==> config.mk <==
export PLATFORM = sky130hd
export DESIGN_NAME = tsmx_exec
export DESIGN_NICKNAME = d
export VERILOG_FILES = /design/src/design/tsmx_pkg.sv /design/src/design/tsmx_exec.sv
export VERILOG_INCLUDE_DIRS = /design/src /design/src/design
export SDC_FILE = /design/constraint.sdc
export NUM_CORES = 1
export LEC_CHECK = 0
export ABC_AREA = 1
export BUFFER_PORTS_ARGS = -buffer_cell sky130_fd_sc_hd__buf_4
export CAP_MARGIN = 40
export CORE_ASPECT_RATIO = 1.75
export CORE_MARGIN = 2
export CORE_UTILIZATION = 30
export DETAILED_ROUTE_END_ITERATION = 8
export SLEW_MARGIN = 20
export SYNTH_ARGS = -nofsm -noshare
export SYNTH_HDL_FRONTEND = slang
export SYNTH_SLANG_ARGS = --single-unit
==> constraint.sdc <==
create_clock -name sys_clk -period 1.9 [get_ports sys_clk]
set_clock_uncertainty 0.15 [all_clocks]
set_input_delay 0.19 -clock sys_clk [delete_from_list [all_inputs] [get_ports sys_clk]]
set_output_delay 0.19 -clock sys_clk [all_outputs]
set_load 0.05 [all_outputs]
==> src/design/tsmx_defs.svh <==
// Purpose: opcodes, reset values and timing constants of the executor
// Assumes: 10-bit instruction words, 4-bit accumulator
// Notes: definitions only
`ifndef TSMX_DEFS_SVH
`define TSMX_DEFS_SVH

// single-word opcodes
`define TSMX_OP_NOP 10'h000
`define TSMX_OP_HI_FROM_ACC 10'h0BF
`define TSMX_OP_LO_FROM_ACC 10'h09F
`define TSMX_OP_T_IND 10'h0FF
`define TSMX_OP_CARRY_RUN 10'h02B
`define TSMX_OP_ACC_FROM_HI 10'h0BE
`define TSMX_OP_ACC_FROM_LO 10'h09E
// register-form status test: upper six bits, low four pick the register
`define TSMX_OP_TEST_REG 6'h06
// two-word opcodes
`define TSMX_OP_T_IMM 10'h0DF
`define TSMX_OP_HALT 10'h051
`define TSMX_OP_TEST_IMM 10'h071

// reset values and steps
`define TSMX_PC_RESET 10'h000
`define TSMX_PC_ONE 10'h001
`define TSMX_PC_TWO 10'h002
`define TSMX_NIB_ZERO 4'h0
`define TSMX_NIB_ALL 4'hF
`define TSMX_TIMER_RESET 10'h000
`define TSMX_INTERVAL_ONE 15'h0001

// timer interval: oscillator periods per count, plain and as log2 shifts
`define TSMX_FAST_PERIODS 8
`define TSMX_SLOW_PERIODS 16
`define TSMX_FAST_SHIFT 4'h3
`define TSMX_SLOW_SHIFT 4'h4

`endif

==> src/design/tsmx_pkg.sv <==
// Purpose: shared types of the timer/status/misc instruction executor
// Assumes: defs header carries all numbers except the state encodings set here
// Notes: struct layouts fix every field position
package tsmx_pkg;
  typedef enum logic [2:0] {
    S_DECODE = 3'b000,
    S_OPERAND = 3'b001,
    S_INDIRECT = 3'b010,
    S_REGTEST = 3'b011,
    S_STANDBY = 3'b100
  } tsmx_state_type;

  // timer register, bits 9..6, 5..2, 1, 0
  typedef struct packed {
    logic [3:0] hi;
    logic [3:0] lo;
    logic bit1;
    logic bit0;
  } tsmx_timer_type;

  // timer image in an operand or table word, msb first
  typedef struct packed {
    logic bit1;
    logic [3:0] hi;
    logic bit0;
    logic [3:0] lo;
  } tsmx_timer_word_type;

  // immediate nibble operand and register-select form
  typedef struct packed {
    logic [5:0] upper;
    logic [3:0] data;
  } tsmx_nibble_word_type;

  // pins that need synchronising
  typedef struct packed {
    logic sense0;
    logic sense1;
    logic [7:0] key_bidir;
    logic [3:0] key_input;
  } tsmx_pins_type;
endpackage

==> src/design/tsmx_exec.sv <==
// Purpose: executes timer-load, standby, status-test, carry-set and nop
// Assumes: program memory reads combinationally from rom_addr
// Notes: timer counting and standby release live outside this block
`timescale 1ns/100ps
`include "tsmx_defs.svh"

module tsmx_exec
  import tsmx_pkg::*;
(
  input wire logic sys_clk,
  input wire logic resetn,
  output logic [9:0] rom_addr,
  input wire logic [9:0] rom_data,
  input wire logic [1:0] rom_page_select_reg,
  input wire logic [7:0] rom_pointer_pair,
  output logic [3:0] reg_sel,
  input wire logic [3:0] reg_data,
  input wire logic acc_load,
  input wire logic [3:0] acc_load_value,
  input wire logic sense_input_zero,
  input wire logic sense_input_one,
  input wire logic [7:0] key_bidir_pins,
  input wire logic [3:0] key_input_pins,
  input wire logic timer_done,
  input wire logic timer_clk_sel,
  input wire logic standby_release,
  output logic [3:0] accumulator,
  output logic carry_bit,
  output logic match_flag,
  output tsmx_timer_type timer_value,
  output logic timer_loaded,
  output logic [14:0] interval_cycles,
  output logic standby,
  output logic [3:0] wake_mask
);
  tsmx_state_type state, next_state;
  logic [9:0] pc, next_pc, next_rom_addr, op, next_op;
  logic [3:0] next_reg_sel, next_acc, next_wake;
  logic next_carry, next_match, next_load, next_standby;
  tsmx_timer_type next_timer;
  tsmx_pins_type pins_meta, pins_sync;

  // any enabled status coincides with a set mask bit
  function automatic logic status_hit(input logic [3:0] mask,
                                      input logic [3:0] stat);
    return |(mask & stat);
  endfunction

  // pins are asynchronous: two flops before use
  always_ff @(posedge sys_clk) begin
    pins_meta <= {sense_input_zero, sense_input_one, key_bidir_pins,
                  key_input_pins};
    pins_sync <= pins_meta;
  end

  // decode of the word on the memory bus and of the synchronised pins
  tsmx_timer_word_type word_timer;
  tsmx_nibble_word_type word_nib;
  wire [3:0] status_bits;
  wire [9:0] pc_plus1, pc_plus2;
  wire [3:0] run_value;
  wire dec_t1a, dec_t0a, dec_at1, dec_at0, dec_carry, dec_ind, dec_sreg;
  wire dec_two;
  assign word_timer = rom_data;
  assign word_nib = rom_data;
  assign pc_plus1 = pc + `TSMX_PC_ONE;
  assign pc_plus2 = pc + `TSMX_PC_TWO;
  assign dec_t1a = rom_data == `TSMX_OP_HI_FROM_ACC;
  assign dec_t0a = rom_data == `TSMX_OP_LO_FROM_ACC;
  assign dec_at1 = rom_data == `TSMX_OP_ACC_FROM_HI;
  assign dec_at0 = rom_data == `TSMX_OP_ACC_FROM_LO;
  assign dec_carry = rom_data == `TSMX_OP_CARRY_RUN;
  assign dec_ind = rom_data == `TSMX_OP_T_IND;
  assign dec_sreg = word_nib.upper == `TSMX_OP_TEST_REG;
  assign dec_two = rom_data == `TSMX_OP_T_IMM ||
                   rom_data == `TSMX_OP_HALT ||
                   rom_data == `TSMX_OP_TEST_IMM;
  // bit0 sense pins, bit1 key i/o, bit2 key inputs, bit3 timer
  assign status_bits = {timer_done, |pins_sync.key_input,
                        |pins_sync.key_bidir,
                        pins_sync.sense0 | pins_sync.sense1};
  // keep the unbroken run of ones from bit 0
  assign run_value = !accumulator[0] ? 4'h0 :
                      !accumulator[1] ? 4'h1 :
                      !accumulator[2] ? 4'h3 :
                      !accumulator[3] ? 4'h7 : `TSMX_NIB_ALL;

  // next-state and execute; the core's own acc writes lose to ours
  always_comb begin
    next_state = state;
    next_pc = pc;
    next_rom_addr = rom_addr;
    next_op = op;
    next_reg_sel = reg_sel;
    next_acc = acc_load ? acc_load_value : accumulator;
    next_carry = carry_bit;
    next_match = match_flag;
    next_timer = timer_value;
    next_load = 1'b0;
    next_standby = standby;
    next_wake = wake_mask;
    case (state)
      S_DECODE: begin
        next_op = rom_data;
        next_pc = pc_plus1;
        next_rom_addr = pc_plus1;
        if (dec_t1a) begin
          next_timer.hi = accumulator;
          next_timer.bit1 = 1'b0;
          next_load = 1'b1;
        end else if (dec_t0a) begin
          next_timer.lo = accumulator;
          next_timer.bit0 = 1'b0;
          next_load = 1'b1;
        end else if (dec_at1) begin
          next_acc = timer_value.hi;
        end else if (dec_at0) begin
          next_acc = timer_value.lo;
        end else if (dec_carry) begin
          next_carry = accumulator == `TSMX_NIB_ALL;
          next_acc = run_value;
        end else if (dec_ind) begin
          // table word fetched from page and pointer pair
          next_pc = pc;
          next_rom_addr = {rom_page_select_reg, rom_pointer_pair};
          next_state = S_INDIRECT;
        end else if (dec_sreg) begin
          next_pc = pc;
          next_rom_addr = pc;
          next_reg_sel = word_nib.data;
          next_state = S_REGTEST;
        end else if (dec_two) begin
          // operand sits at the next address
          next_pc = pc;
          next_state = S_OPERAND;
        end
      end
      S_OPERAND: begin
        next_pc = pc_plus2;
        next_rom_addr = pc_plus2;
        next_state = S_DECODE;
        if (op == `TSMX_OP_T_IMM) begin
          next_timer = {word_timer.hi, word_timer.lo,
                        word_timer.bit1, word_timer.bit0};
          next_load = 1'b1;
        end else if (op == `TSMX_OP_TEST_IMM) begin
          next_match = status_hit(word_nib.data, status_bits);
        end else begin
          next_wake = word_nib.data;
          next_standby = 1'b1;
          next_state = S_STANDBY;
        end
      end
      S_INDIRECT: begin
        next_timer = {word_timer.hi, word_timer.lo,
                      word_timer.bit1, word_timer.bit0};
        next_load = 1'b1;
        next_pc = pc_plus1;
        next_rom_addr = pc_plus1;
        next_state = S_DECODE;
      end
      S_REGTEST: begin
        next_match = status_hit(reg_data, status_bits);
        next_pc = pc_plus1;
        next_rom_addr = pc_plus1;
        next_state = S_DECODE;
      end
      S_STANDBY: begin
        // release decision is made outside from wake_mask
        if (standby_release) begin
          next_standby = 1'b0;
          next_state = S_DECODE;
        end
      end
      default: begin
        next_state = S_DECODE;
      end
    endcase
  end

  // sequencing registers
  always_ff @(posedge sys_clk) begin
    if (!resetn) begin
      state <= S_DECODE;
      pc <= `TSMX_PC_RESET;
      rom_addr <= `TSMX_PC_RESET;
      op <= `TSMX_OP_NOP;
      reg_sel <= `TSMX_NIB_ZERO;
    end else begin
      state <= next_state;
      pc <= next_pc;
      rom_addr <= next_rom_addr;
      op <= next_op;
      reg_sel <= next_reg_sel;
    end
  end

  // architectural state seen by the rest of the core
  always_ff @(posedge sys_clk) begin
    if (!resetn) begin
      accumulator <= `TSMX_NIB_ZERO;
      carry_bit <= 1'b0;
      match_flag <= 1'b0;
      timer_value <= `TSMX_TIMER_RESET;
      timer_loaded <= 1'b0;
      standby <= 1'b0;
      wake_mask <= `TSMX_NIB_ZERO;
    end else begin
      accumulator <= next_acc;
      carry_bit <= next_carry;
      match_flag <= next_match;
      timer_value <= next_timer;
      timer_loaded <= next_load;
      standby <= next_standby;
      wake_mask <= next_wake;
    end
  end

  // interval lags the timer by one cycle; fine for a count start
  always_ff @(posedge sys_clk) begin
    if (!resetn) begin
      interval_cycles <= `TSMX_INTERVAL_ONE;
    end else begin
      interval_cycles <= ({5'h00, timer_value} + `TSMX_INTERVAL_ONE) <<
        (timer_clk_sel ? `TSMX_SLOW_SHIFT : `TSMX_FAST_SHIFT);
    end
  end
endmodule

==> key figures, run 1 <==
Pwr
  • Leak: 2.79 nW
  • Maximum VDD drop: 390 uV
  • Power per cell area: 768 nW/um2

Synthesis
  • Post-Synth Adder-Cell Area: 0.819%
  • Synthesized area per cell: 7.10 um2
  • Yosys cell types: 38
  • Post-Syn Area: 4590 um2
  • Register bit count reported by yosys: 102
  • FFs w/ async S/R, synth: 0%
  • Sequential area share after synthesis: 44.5%
  • Compound-Gate Fraction of Synth Area: 16.7%
  • Simple-gate portion of the synthesized area: 28.7%
  • Largest family of logic cells by synthesized area: simple AND/OR/NAND/NOR gates
  • Post-synth EDFFs: 0
  • Xor/xnor cell area share of the yosys netlist: 1.53%
  • Post-Syn Instances: 646
  • Multiplexer area fraction after synthesis: 0.246%
  • Yosys warnings: 0
  • Most used DFF post-synth: dfxtp_1

Drt
  • Router iterations before antenna repair: 4
  • DRC: 0
  • Antenna Violating Nets Remaining: 0
  • Post-Route WL: 13,900 um
  • Per-cell routed wire length: 14.3 um
  • 1st-iter DRT viols: 138
  • Via count: 4,636
  • Via/cell ratio: 4.77

Floorplanning
  • Row cnt: 59
  • Die area: 16,300 um2
  • Die Y: 168 um
  • DIE WIDTH: 97.5 um
  • Starting Density: 30.8%
  • I/O Pins: 99
  • Core area: 14,900 um2

Timing
  • Period utilization: 93.8%
  • Final Hold Viols: 0
  • # setup viols final: 0
  • Fmax achieved: 0.561 GHz
  • Final Critical Period: 1780 ps
  • Fin Hold WS: 14.2 ps
  • Least-Margin Pin Slew: 568 ps
  • Worst slew margin: 61.8%
  • Fin Setup TNS: 0 ps
  • Final Max Slew Viols: 0
  • Unrepaired setup endpoints after global routing: false
  • Post-route setup slack: 118 ps

CTS
  • CTS tree: built
  • Clk root buf: clkbuf_16
  • Clock Path Buffers: 2
  • CTS sink cnt: 102
  • Clock latency at the later pin of the worst-skew pair: 360 ps
  • Depth of the CTS H-tree: 3
  • Num CTS Buffers: 9
  • Clock-pin slew on the worst setup and hold paths: 80 ps

Critical path
  • WP data required: 2000 ps
  • Critical path arrival: 1890 ps
  • Slowest Stage Delay on Critical Path: 550 ps
  • Most common cell on crit path: nand2_1
  • Setup crit end kind: flop
  • Slowest library cell on the worst path: dlygate4sd3_1
  • Top delay family on crit path: simple AND/OR/NAND/NOR gates
  • Kind of critical path: in -> reg
  • Worst path bufs/invs: 3
  • Max FO, Critical Path: 5
  • CP Cell Sequence: dlygate4sd3_1 -> buf_4 -> nor2_1 -> nand2_1 -> nor2_2 -> nand2_1 -> nand3_1 -> nand2_2 -> nand2_1 -> nand3_1 -> nand2_1 -> inv_1
  • Worst setup SP type: input pin

Placed design
  • Port Buffers: 98
  • Post-DP HPWL: 10,800 um
  • Dpl ws: 78.1 ps
  • GP Congestion: 0.862

Global routing
  • Gr ovfl total: 0
  • Initial antenna violation count: 0
  • First-pass GRT wire length: 21,600 um
  • Global Route Usage Sum: 16.6%
  • Vias in the first global route: 4,345
  • Largest net degree at the start of global routing: 29

Run status
  • Status: completed

Run
  • Max-Cap Viols: 0

Layout
  • Fraction of layout cells with a size suffix above 1: 22.9%
  • # nets final: 835
  • Filler cells: 1,591
  • Area growth syn-to-layout: 35.6%
  • Diodes inserted: 0

Hold path
  • Worst Hold Class: in -> reg
worst min-delay path, delay by kind of cell:
kind	cells	cell delay, ps
buf+inv	2	170
compound gates	1	120
cell families (layout without fill, tap and decap cells):
logic type,Yosys count,after routing
and+or+nand+nor,302,302
adders and majority gates,3,3
buffers and inverters,81,223
AOI/OAI and AO/OA,148,148
xor gates and xnor gates,8,8
other,1,2
DFF,102,102
muxes,1,1
timing repair:
action | in CTS | in global routing
endpoints found under the setup margin | 0 | 25
hold endpoints to repair | 18 | 1
hold buffers | 18 | 1
gates resized for setup | 0 | 12
buffers inserted | 0 | 0
layer usage:
layer  share of wire (%)  up-vias  routed length [um]  GRT usage (%)
li1                    -     2385                   -              -
met1                  37     2157                5140           16.0
met2                  58       76                8140           34.2
met3                 2.7       18                 378           2.63
met4                 1.9        0                 262           6.10
met5                   0        -                   0              0
registers in the layout, summed over array words and instances (netlist names):
name / count
accumulator: 4
carry_bit: 1
interval_cycles: 15
match_flag: 1
op: 10
pc: 10
pins_meta: 14
pins_sync: 14
reg_sel: 4
rom_addr: 10
standby: 1
state: 3
timer_loaded: 1
timer_value: 10
wake_mask: 4
cells in the final DEF, fill, tap and decap left out, types with 7 or more instances in the layout:
cell type        n
buf_4          125
nand4_1         11
inv_1           53
clkbuf_16        9
inv_2            9
nor2_2           8
dlygate4sd3_1   18
nand2_1        151
o21ai_1          8
nand3_1         31
nor3_1           7
a21oi_1         51
nor2_1          74
dfxtp_1         99
o21ai_0         76
power by group:
part / internal, mW / total [mW] / switching, mW
Combinational: 0.217 / 0.542 / 0.324
Clock: 0.970 / 1.96 / 0.995
Sequential: 2.22 / 2.27 / 0.0476
Total: 3.41 / 4.77 / 1.37
through the flow:
step | instance area (um2) | cells | total power, mW | util [%]
after floorplan | 4590 | 647 | 2.60 | -
after global placement | 5680 | 938 | 2.82 | 38.1
after detailed placement | 5680 | 938 | 2.83 | 38.1
after CTS | 6180 | 972 | 4.81 | 41.4
after global routing | 6220 | 972 | 4.96 | 41.7
final | 6220 | 972 | 4.77 | 41.7
final timing paths:
kind                start              to  slack (ps)  cells after the start
max           rom_data[6]  accumulator[0]         120                     12
min reg2reg  pins_meta[0]    pins_sync[0]         180                      0
min           rom_data[5]           op[5]          10                      3
max reg2reg      state[2]  timer_value[6]         170                     10
Yosys cell counts (3+ instances only):
| cell | n | area, um2 |
|---|---|---|
| nand2_1 | 151 | 567 |
| dfxtp_1 | 102 | 2040 |
| nor2_1 | 81 | 304 |
| o21ai_0 | 76 | 380 |
| inv_1 | 54 | 203 |
| a21oi_1 | 51 | 255 |
| nand3_1 | 31 | 155 |
| nand4_1 | 11 | 68.8 |
| clkbuf_1 | 8 | 30.0 |
| inv_2 | 8 | 30.0 |
| o21ai_1 | 8 | 40.0 |
| nand2_2 | 7 | 43.8 |
| nor3_1 | 7 | 35.0 |
| o22ai_1 | 6 | 37.5 |
| buf_2 | 5 | 25.0 |
| xor2_1 | 5 | 43.8 |
| nor2_2 | 4 | 25.0 |
| buf_6 | 3 | 33.8 |
| ha_1 | 3 | 37.5 |
| xnor2_1 | 3 | 26.3 |
cell type report:
cell class	instances	area (um2)	area share (%)
clock buffers	9	225	3.62
multi-input cells	464	2240	36.1
inverters	63	236	3.80
repair buffers	144	1140	18.3
flip-flops and latches	102	2050	32.9
clock inverters	7	98.8	1.59
well taps	183	229	3.68
(Power assumes the default switching activity.)
==> run 2, diff against run 1 <==
--- a/config.mk
+++ b/config.mk
@@ -13,6 +13,7 @@
 export CORE_MARGIN = 2
 export CORE_UTILIZATION = 30
 export DETAILED_ROUTE_END_ITERATION = 8
+export PLACE_DENSITY = 0.57
 export SLEW_MARGIN = 20
 export SYNTH_ARGS = -nofsm -noshare
 export SYNTH_HDL_FRONTEND = slang
==> key figures, run 2 (synthesis gave the netlist of run 1 again) <==
Floorplanning
  • Row cnt: 59
  • Die area: 16,300 um2
  • Starting Density: 30.8%
  • Core area: 14,900 um2
  • I/O Pins: 99
  • Die Y: 168 um
  • DIE WIDTH: 97.5 um

Drt
  • Router iterations before antenna repair: 4
  • Via count: 4,633
  • Antenna Violating Nets Remaining: 0
  • Via/cell ratio: 4.77
  • Post-Route WL: 13,900 um
  • Per-cell routed wire length: 14.4 um
  • DRC: 0
  • 1st-iter DRT viols: 114

Placed design
  • GP Congestion: 0.890
  • Post-DP HPWL: 10,900 um
  • Port Buffers: 98
  • DP Area: 5670 um2
  • Dpl ws: 163 ps

Critical path
  • R2R depth: 10
  • R2R Path Start: state[0]
  • Kind of critical path: reg -> reg
  • Worst setup SP type: flop
  • Worst setup startpoint: state[0]
  • WP data required: 2010 ps
  • Critical path arrival: 1870 ps
  • Setup crit end kind: flop
  • Max FO, Critical Path: 6

CTS
  • Clk root buf: clkbuf_16
  • CTS sink cnt: 102
  • Setup bufs post-CTS: 0
  • CTS tree: built
  • Clock latency at the later pin of the worst-skew pair: 360 ps
  • Num CTS Buffers: 9
  • Depth of the CTS H-tree: 3
  • Clock-pin slew on the worst setup and hold paths: 90 ps
  • Clock Path Buffers: 2

Timing
  • Unrepaired setup endpoints after global routing: false
  • # setup viols final: 0
  • Final Max Slew Viols: 0
  • Period utilization: 92.5%
  • Final Critical Period: 1760 ps
  • Fmax achieved: 0.569 GHz
  • Final Hold Viols: 0
  • Fin Setup TNS: 0 ps
  • Fin Hold WS: 15.1 ps
  • Post-route setup slack: 143 ps

Hold path
  • Worst Hold Class: in -> reg
  • Worst Min Path Start: rom_data[0]
  • Worst Hold Depth: 3

Layout
  • Fraction of layout cells with a size suffix above 1: 23.9%
  • Filler cells: 1,571
  • Design Area, Final: 6220 um2
  • # nets final: 834
  • Biggest regs: interval_cycles x15, pins_meta x14, pins_sync x14
  • Commonest non-fill, non-tap cell in the layout: nand2_1
  • Area growth syn-to-layout: 35.7%
  • Area of the multi-input gates: 2270 um2
  • Flip-flop count of the largest register after layout: 15
  • Register area: 2050 um2
  • Most frequent cells in the layout: 147 x nand2_1, 126 x buf_4, 99 x dfxtp_1
  • Diodes inserted: 0
  • Top reg by flops: interval_cycles

Pwr
  • Leak: 2.79 nW
  • Power Total: 4.76 mW
  • Power per cell area: 765 nW/um2
  • Maximum VDD drop: 373 uV

Global routing
  • Gr ovfl total: 0
  • Largest net degree at the start of global routing: 33
  • First-pass GRT wire length: 21,900 um
  • Global Route Usage Sum: 17.1%
  • Initial antenna violation count: 0
  • Vias in the first global route: 4,496

Run
  • Max-Cap Viols: 0

Run status
  • Status: completed
-- run 2: report_power, final --
part | switching (mW) | internal [mW] | leakage, nW
clock network | 0.981 | 0.961 | 0.154
logic | 0.329 | 0.219 | 1.80
registers | 0.0479 | 2.22 | 0.841
-- run 2: stage by stage --
stage,utilization (%),cells
2_1_floorplan,-,647
3_3_place_gp,38.0,939
4_1_cts,41.3,972
3_5_place_dp,38.0,939
6_report,41.7,971
5_1_grt,41.7,971
-- run 2: critical path, cell delays in order, from the launching register on --
cell and delay [ps]:
dfxtp_1 390, inv_1 80, nand2_2 90, nor2_2 60
inv_1 190, nor2_2 70, nor2_2 170, nand2_4 110
buf_4 180, o21ai_1 130, nor2_1 50
-- run 2: final timing paths --
path	endpoint	slack (ps)
max	pc[3]	140
min	wake_mask[0]	20
max reg2reg	pc[3]	140
min reg2reg	pins_sync[4]	170
-- run 2: layer usage --
layer  vias up  share of wire, %  track usage, %
met2       112                57            34.3
li1       2383                 -               -
met1      2102                35            16.1
met3        36               3.4            2.75
met4         0               4.3            8.64
met5         -                 0               0
-- run 2: area by class of cell --
| cell class | instances | share of cell area, % |
|---|---|---|
| Multi-Input combinational cell | 464 | 36.4 |
| Sequential cell | 102 | 32.9 |
| Clock buffer | 9 | 3.62 |
| Inverter | 63 | 3.90 |
| Timing Repair Buffer | 143 | 18.0 |
| Tap cell | 183 | 3.68 |
| Clock inverter | 7 | 1.51 |
-- run 2: what timing repair did --
item / in CTS / in global routing
setup endpoints to repair: 0 / 29
resized for setup: 0 / 25
hold buffers: 17 / 0
endpoints found under the hold margin: 17 / 0
==> run 3, diff against run 2 <==
--- a/config.mk
+++ b/config.mk
@@ -9,11 +9,13 @@
 export ABC_AREA = 1
 export BUFFER_PORTS_ARGS = -buffer_cell sky130_fd_sc_hd__buf_4
 export CAP_MARGIN = 40
+export CELL_PAD_IN_SITES_DETAIL_PLACEMENT = 2
+export CELL_PAD_IN_SITES_GLOBAL_PLACEMENT = 2
 export CORE_ASPECT_RATIO = 1.75
 export CORE_MARGIN = 2
 export CORE_UTILIZATION = 30
 export DETAILED_ROUTE_END_ITERATION = 8
-export PLACE_DENSITY = 0.57
+export PLACE_DENSITY = 0.88
 export SLEW_MARGIN = 20
 export SYNTH_ARGS = -nofsm -noshare
 export SYNTH_HDL_FRONTEND = slang
==> key figures, run 3 (synthesis gave the netlist of run 1 again) <==
Timing
  • Final Hold Viols: 0
  • Period utilization: 108%
  • Fin Hold WS: 14.0 ps
  • Worst slew margin: 65.4%
  • Post-route setup slack: -155 ps
  • # setup viols final: 15
  • Least-Margin Pin Slew: 517 ps
  • Unrepaired setup endpoints after global routing: true
  • Fmax achieved: 0.487 GHz
  • Final Max Slew Viols: 0
  • Final Critical Period: 2060 ps

CTS
  • Clock-pin slew on the worst setup and hold paths: 90 ps
  • Depth of the CTS H-tree: 3
  • Clk root buf: clkbuf_16
  • CTS sink cnt: 102
  • Clock Path Buffers: 2
  • Num CTS Buffers: 9
  • Clock latency at the later pin of the worst-skew pair: 370 ps
  • CTS tree: built

Critical path
  • Setup crit end kind: flop
  • Max FO, Critical Path: 2
  • CP endpoint: match_flag
  • Worst setup SP type: flop
  • Worst setup startpoint: op[6]
  • R2R Path Start: op[6]
  • Critical path arrival: 2170 ps
  • Worst reg2reg endpoint: match_flag
  • Slack of the worst reg-to-reg path: -160 ps
  • WP data required: 2010 ps
  • R2R depth: 7
  • Kind of critical path: reg -> reg

Layout
  • Top reg by flops: interval_cycles
  • Most frequent cells in the layout: 143 x nand2_1, 126 x buf_4, 93 x dfxtp_1
  • Design Area, Final: 6310 um2
  • Flip-flop count of the largest register after layout: 15
  • Biggest regs: interval_cycles x15, pins_meta x14, pins_sync x14
  • Diodes inserted: 0
  • Area growth syn-to-layout: 37.7%
  • Final Util: 42.3%
  • # nets final: 834
  • Commonest non-fill, non-tap cell in the layout: nand2_1
  • Fraction of layout cells with a size suffix above 1: 26.8%

Floorplanning
  • DIE WIDTH: 97.5 um
  • Core area: 14,900 um2
  • I/O Pins: 99
  • Die Y: 168 um
  • Starting Density: 30.8%
  • Die area: 16,300 um2
  • Row cnt: 59

Drt
  • Post-Route WL: 24,500 um
  • Router iterations before antenna repair: 4
  • Antenna Violating Nets Remaining: 0
  • 1st-iter DRT viols: 232
  • Via/cell ratio: 5.49
  • Per-cell routed wire length: 25.3 um
  • Via count: 5,321
  • DRC: 0

Pwr
  • Maximum VDD drop: 351 uV
  • Leak: 2.80 nW
  • Power per cell area: 762 nW/um2

Global routing
  • Largest net degree at the start of global routing: 27
  • First-pass GRT wire length: 36,000 um
  • Global Route Usage Sum: 28.9%
  • Initial antenna violation count: 0
  • Gr ovfl total: 0
  • Vias in the first global route: 6,255

Run status
  • Status: finished, violations left
  • Failing checks: setup timing

Hold path
  • Worst Hold Class: in -> reg

Placed design
  • Port Buffers: 98
  • GP Congestion: 0.878
  • Post-DP HPWL: 15,500 um
  • DP Area: 5660 um2

Run
  • Max-Cap Viols: 0
-- run 3: changes by cell type in the layout (fill, tap and decap cells not counted), moves of 3 or more --
cell / delta
o21ai_1: +7
clkinv_8: -3
dfxtp_2: +5
dfxtp_1: -6
o21ai_2: +5
nand2_1: -4
o21ai_0: -13
-- run 3: area by class of cell --
cell class | instances | area, um2
Clock buffer | 10 | 239
Clock inverter | 5 | 43.8
Fill cell | 1724 | 8600
Inverter | 63 | 244
Multi-Input combinational cell | 464 | 2390
Sequential cell | 102 | 2060
Tap cell | 183 | 229
Timing Repair Buffer | 142 | 1110
Timing Repair inverter | 1 | 7.51
-- run 3: through the flow --
step                      power, mW  cells  TNS (ps)  worst slack [ps]
after floorplan                2.60    647         0               145
after global placement         2.82    937         0              9.16
after detailed placement       2.86    937      -330              -107
after CTS                      4.72    968         0              3.37
after global routing           4.94    970     -2230              -168
final                          4.81    970      -974              -155
-- run 3: timing repair --
| action | CTS | global route |
|---|---|---|
| buffers inserted | 0 | 2 |
| gates resized for setup | 15 | 56 |
| endpoints found under the setup margin | 29 | 42 |
| hold endpoints to repair | 15 | 0 |
| hold buffers | 15 | 0 |
| gates cloned | 1 | 0 |
| pin swaps | 0 | 5 |
-- run 3: worst min-delay path by stage --
stage	from	to	slack, ps	cells after the start
5_1_grt	rom_data[6]	op[6]	30	3
2_1_floorplan	key_input_pins[0]	pins_meta[0]	70	0
4_1_cts	rom_data[9]	timer_value[1]	10	3
3_5_place_dp	key_input_pins[0]	pins_meta[0]	150	1
3_3_place_gp	sense_input_zero	pins_meta[13]	150	1
6_report	rom_data[6]	op[6]	10	3
-- run 3: where the power goes --
group | internal, mW | total (mW) | switching (mW)
Clock | 0.938 | 1.89 | 0.953
Combinational | 0.226 | 0.621 | 0.396
Sequential | 2.22 | 2.30 | 0.0752
Total | 3.39 | 4.81 | 1.42
-- run 3: critical path, cell delays in order, from the launching register on --
cell	delay (ps)
dfxtp_1	330
inv_1	60
nor3_1	380
nand4_1	260
a21oi_1	480
nand2_1	140
nand2_1	110
nor2_1	50
-- run 3: per-layer routing --
layer | vias up | GRT usage [%] | wire length, um
met4 | 0 | 23.4 | 2080
met2 | 222 | 56.2 | 13600
met5 | - | 0 | 0
met3 | 115 | 4.88 | 909
met1 | 2614 | 25.0 | 8000
li1 | 2370 | - | -
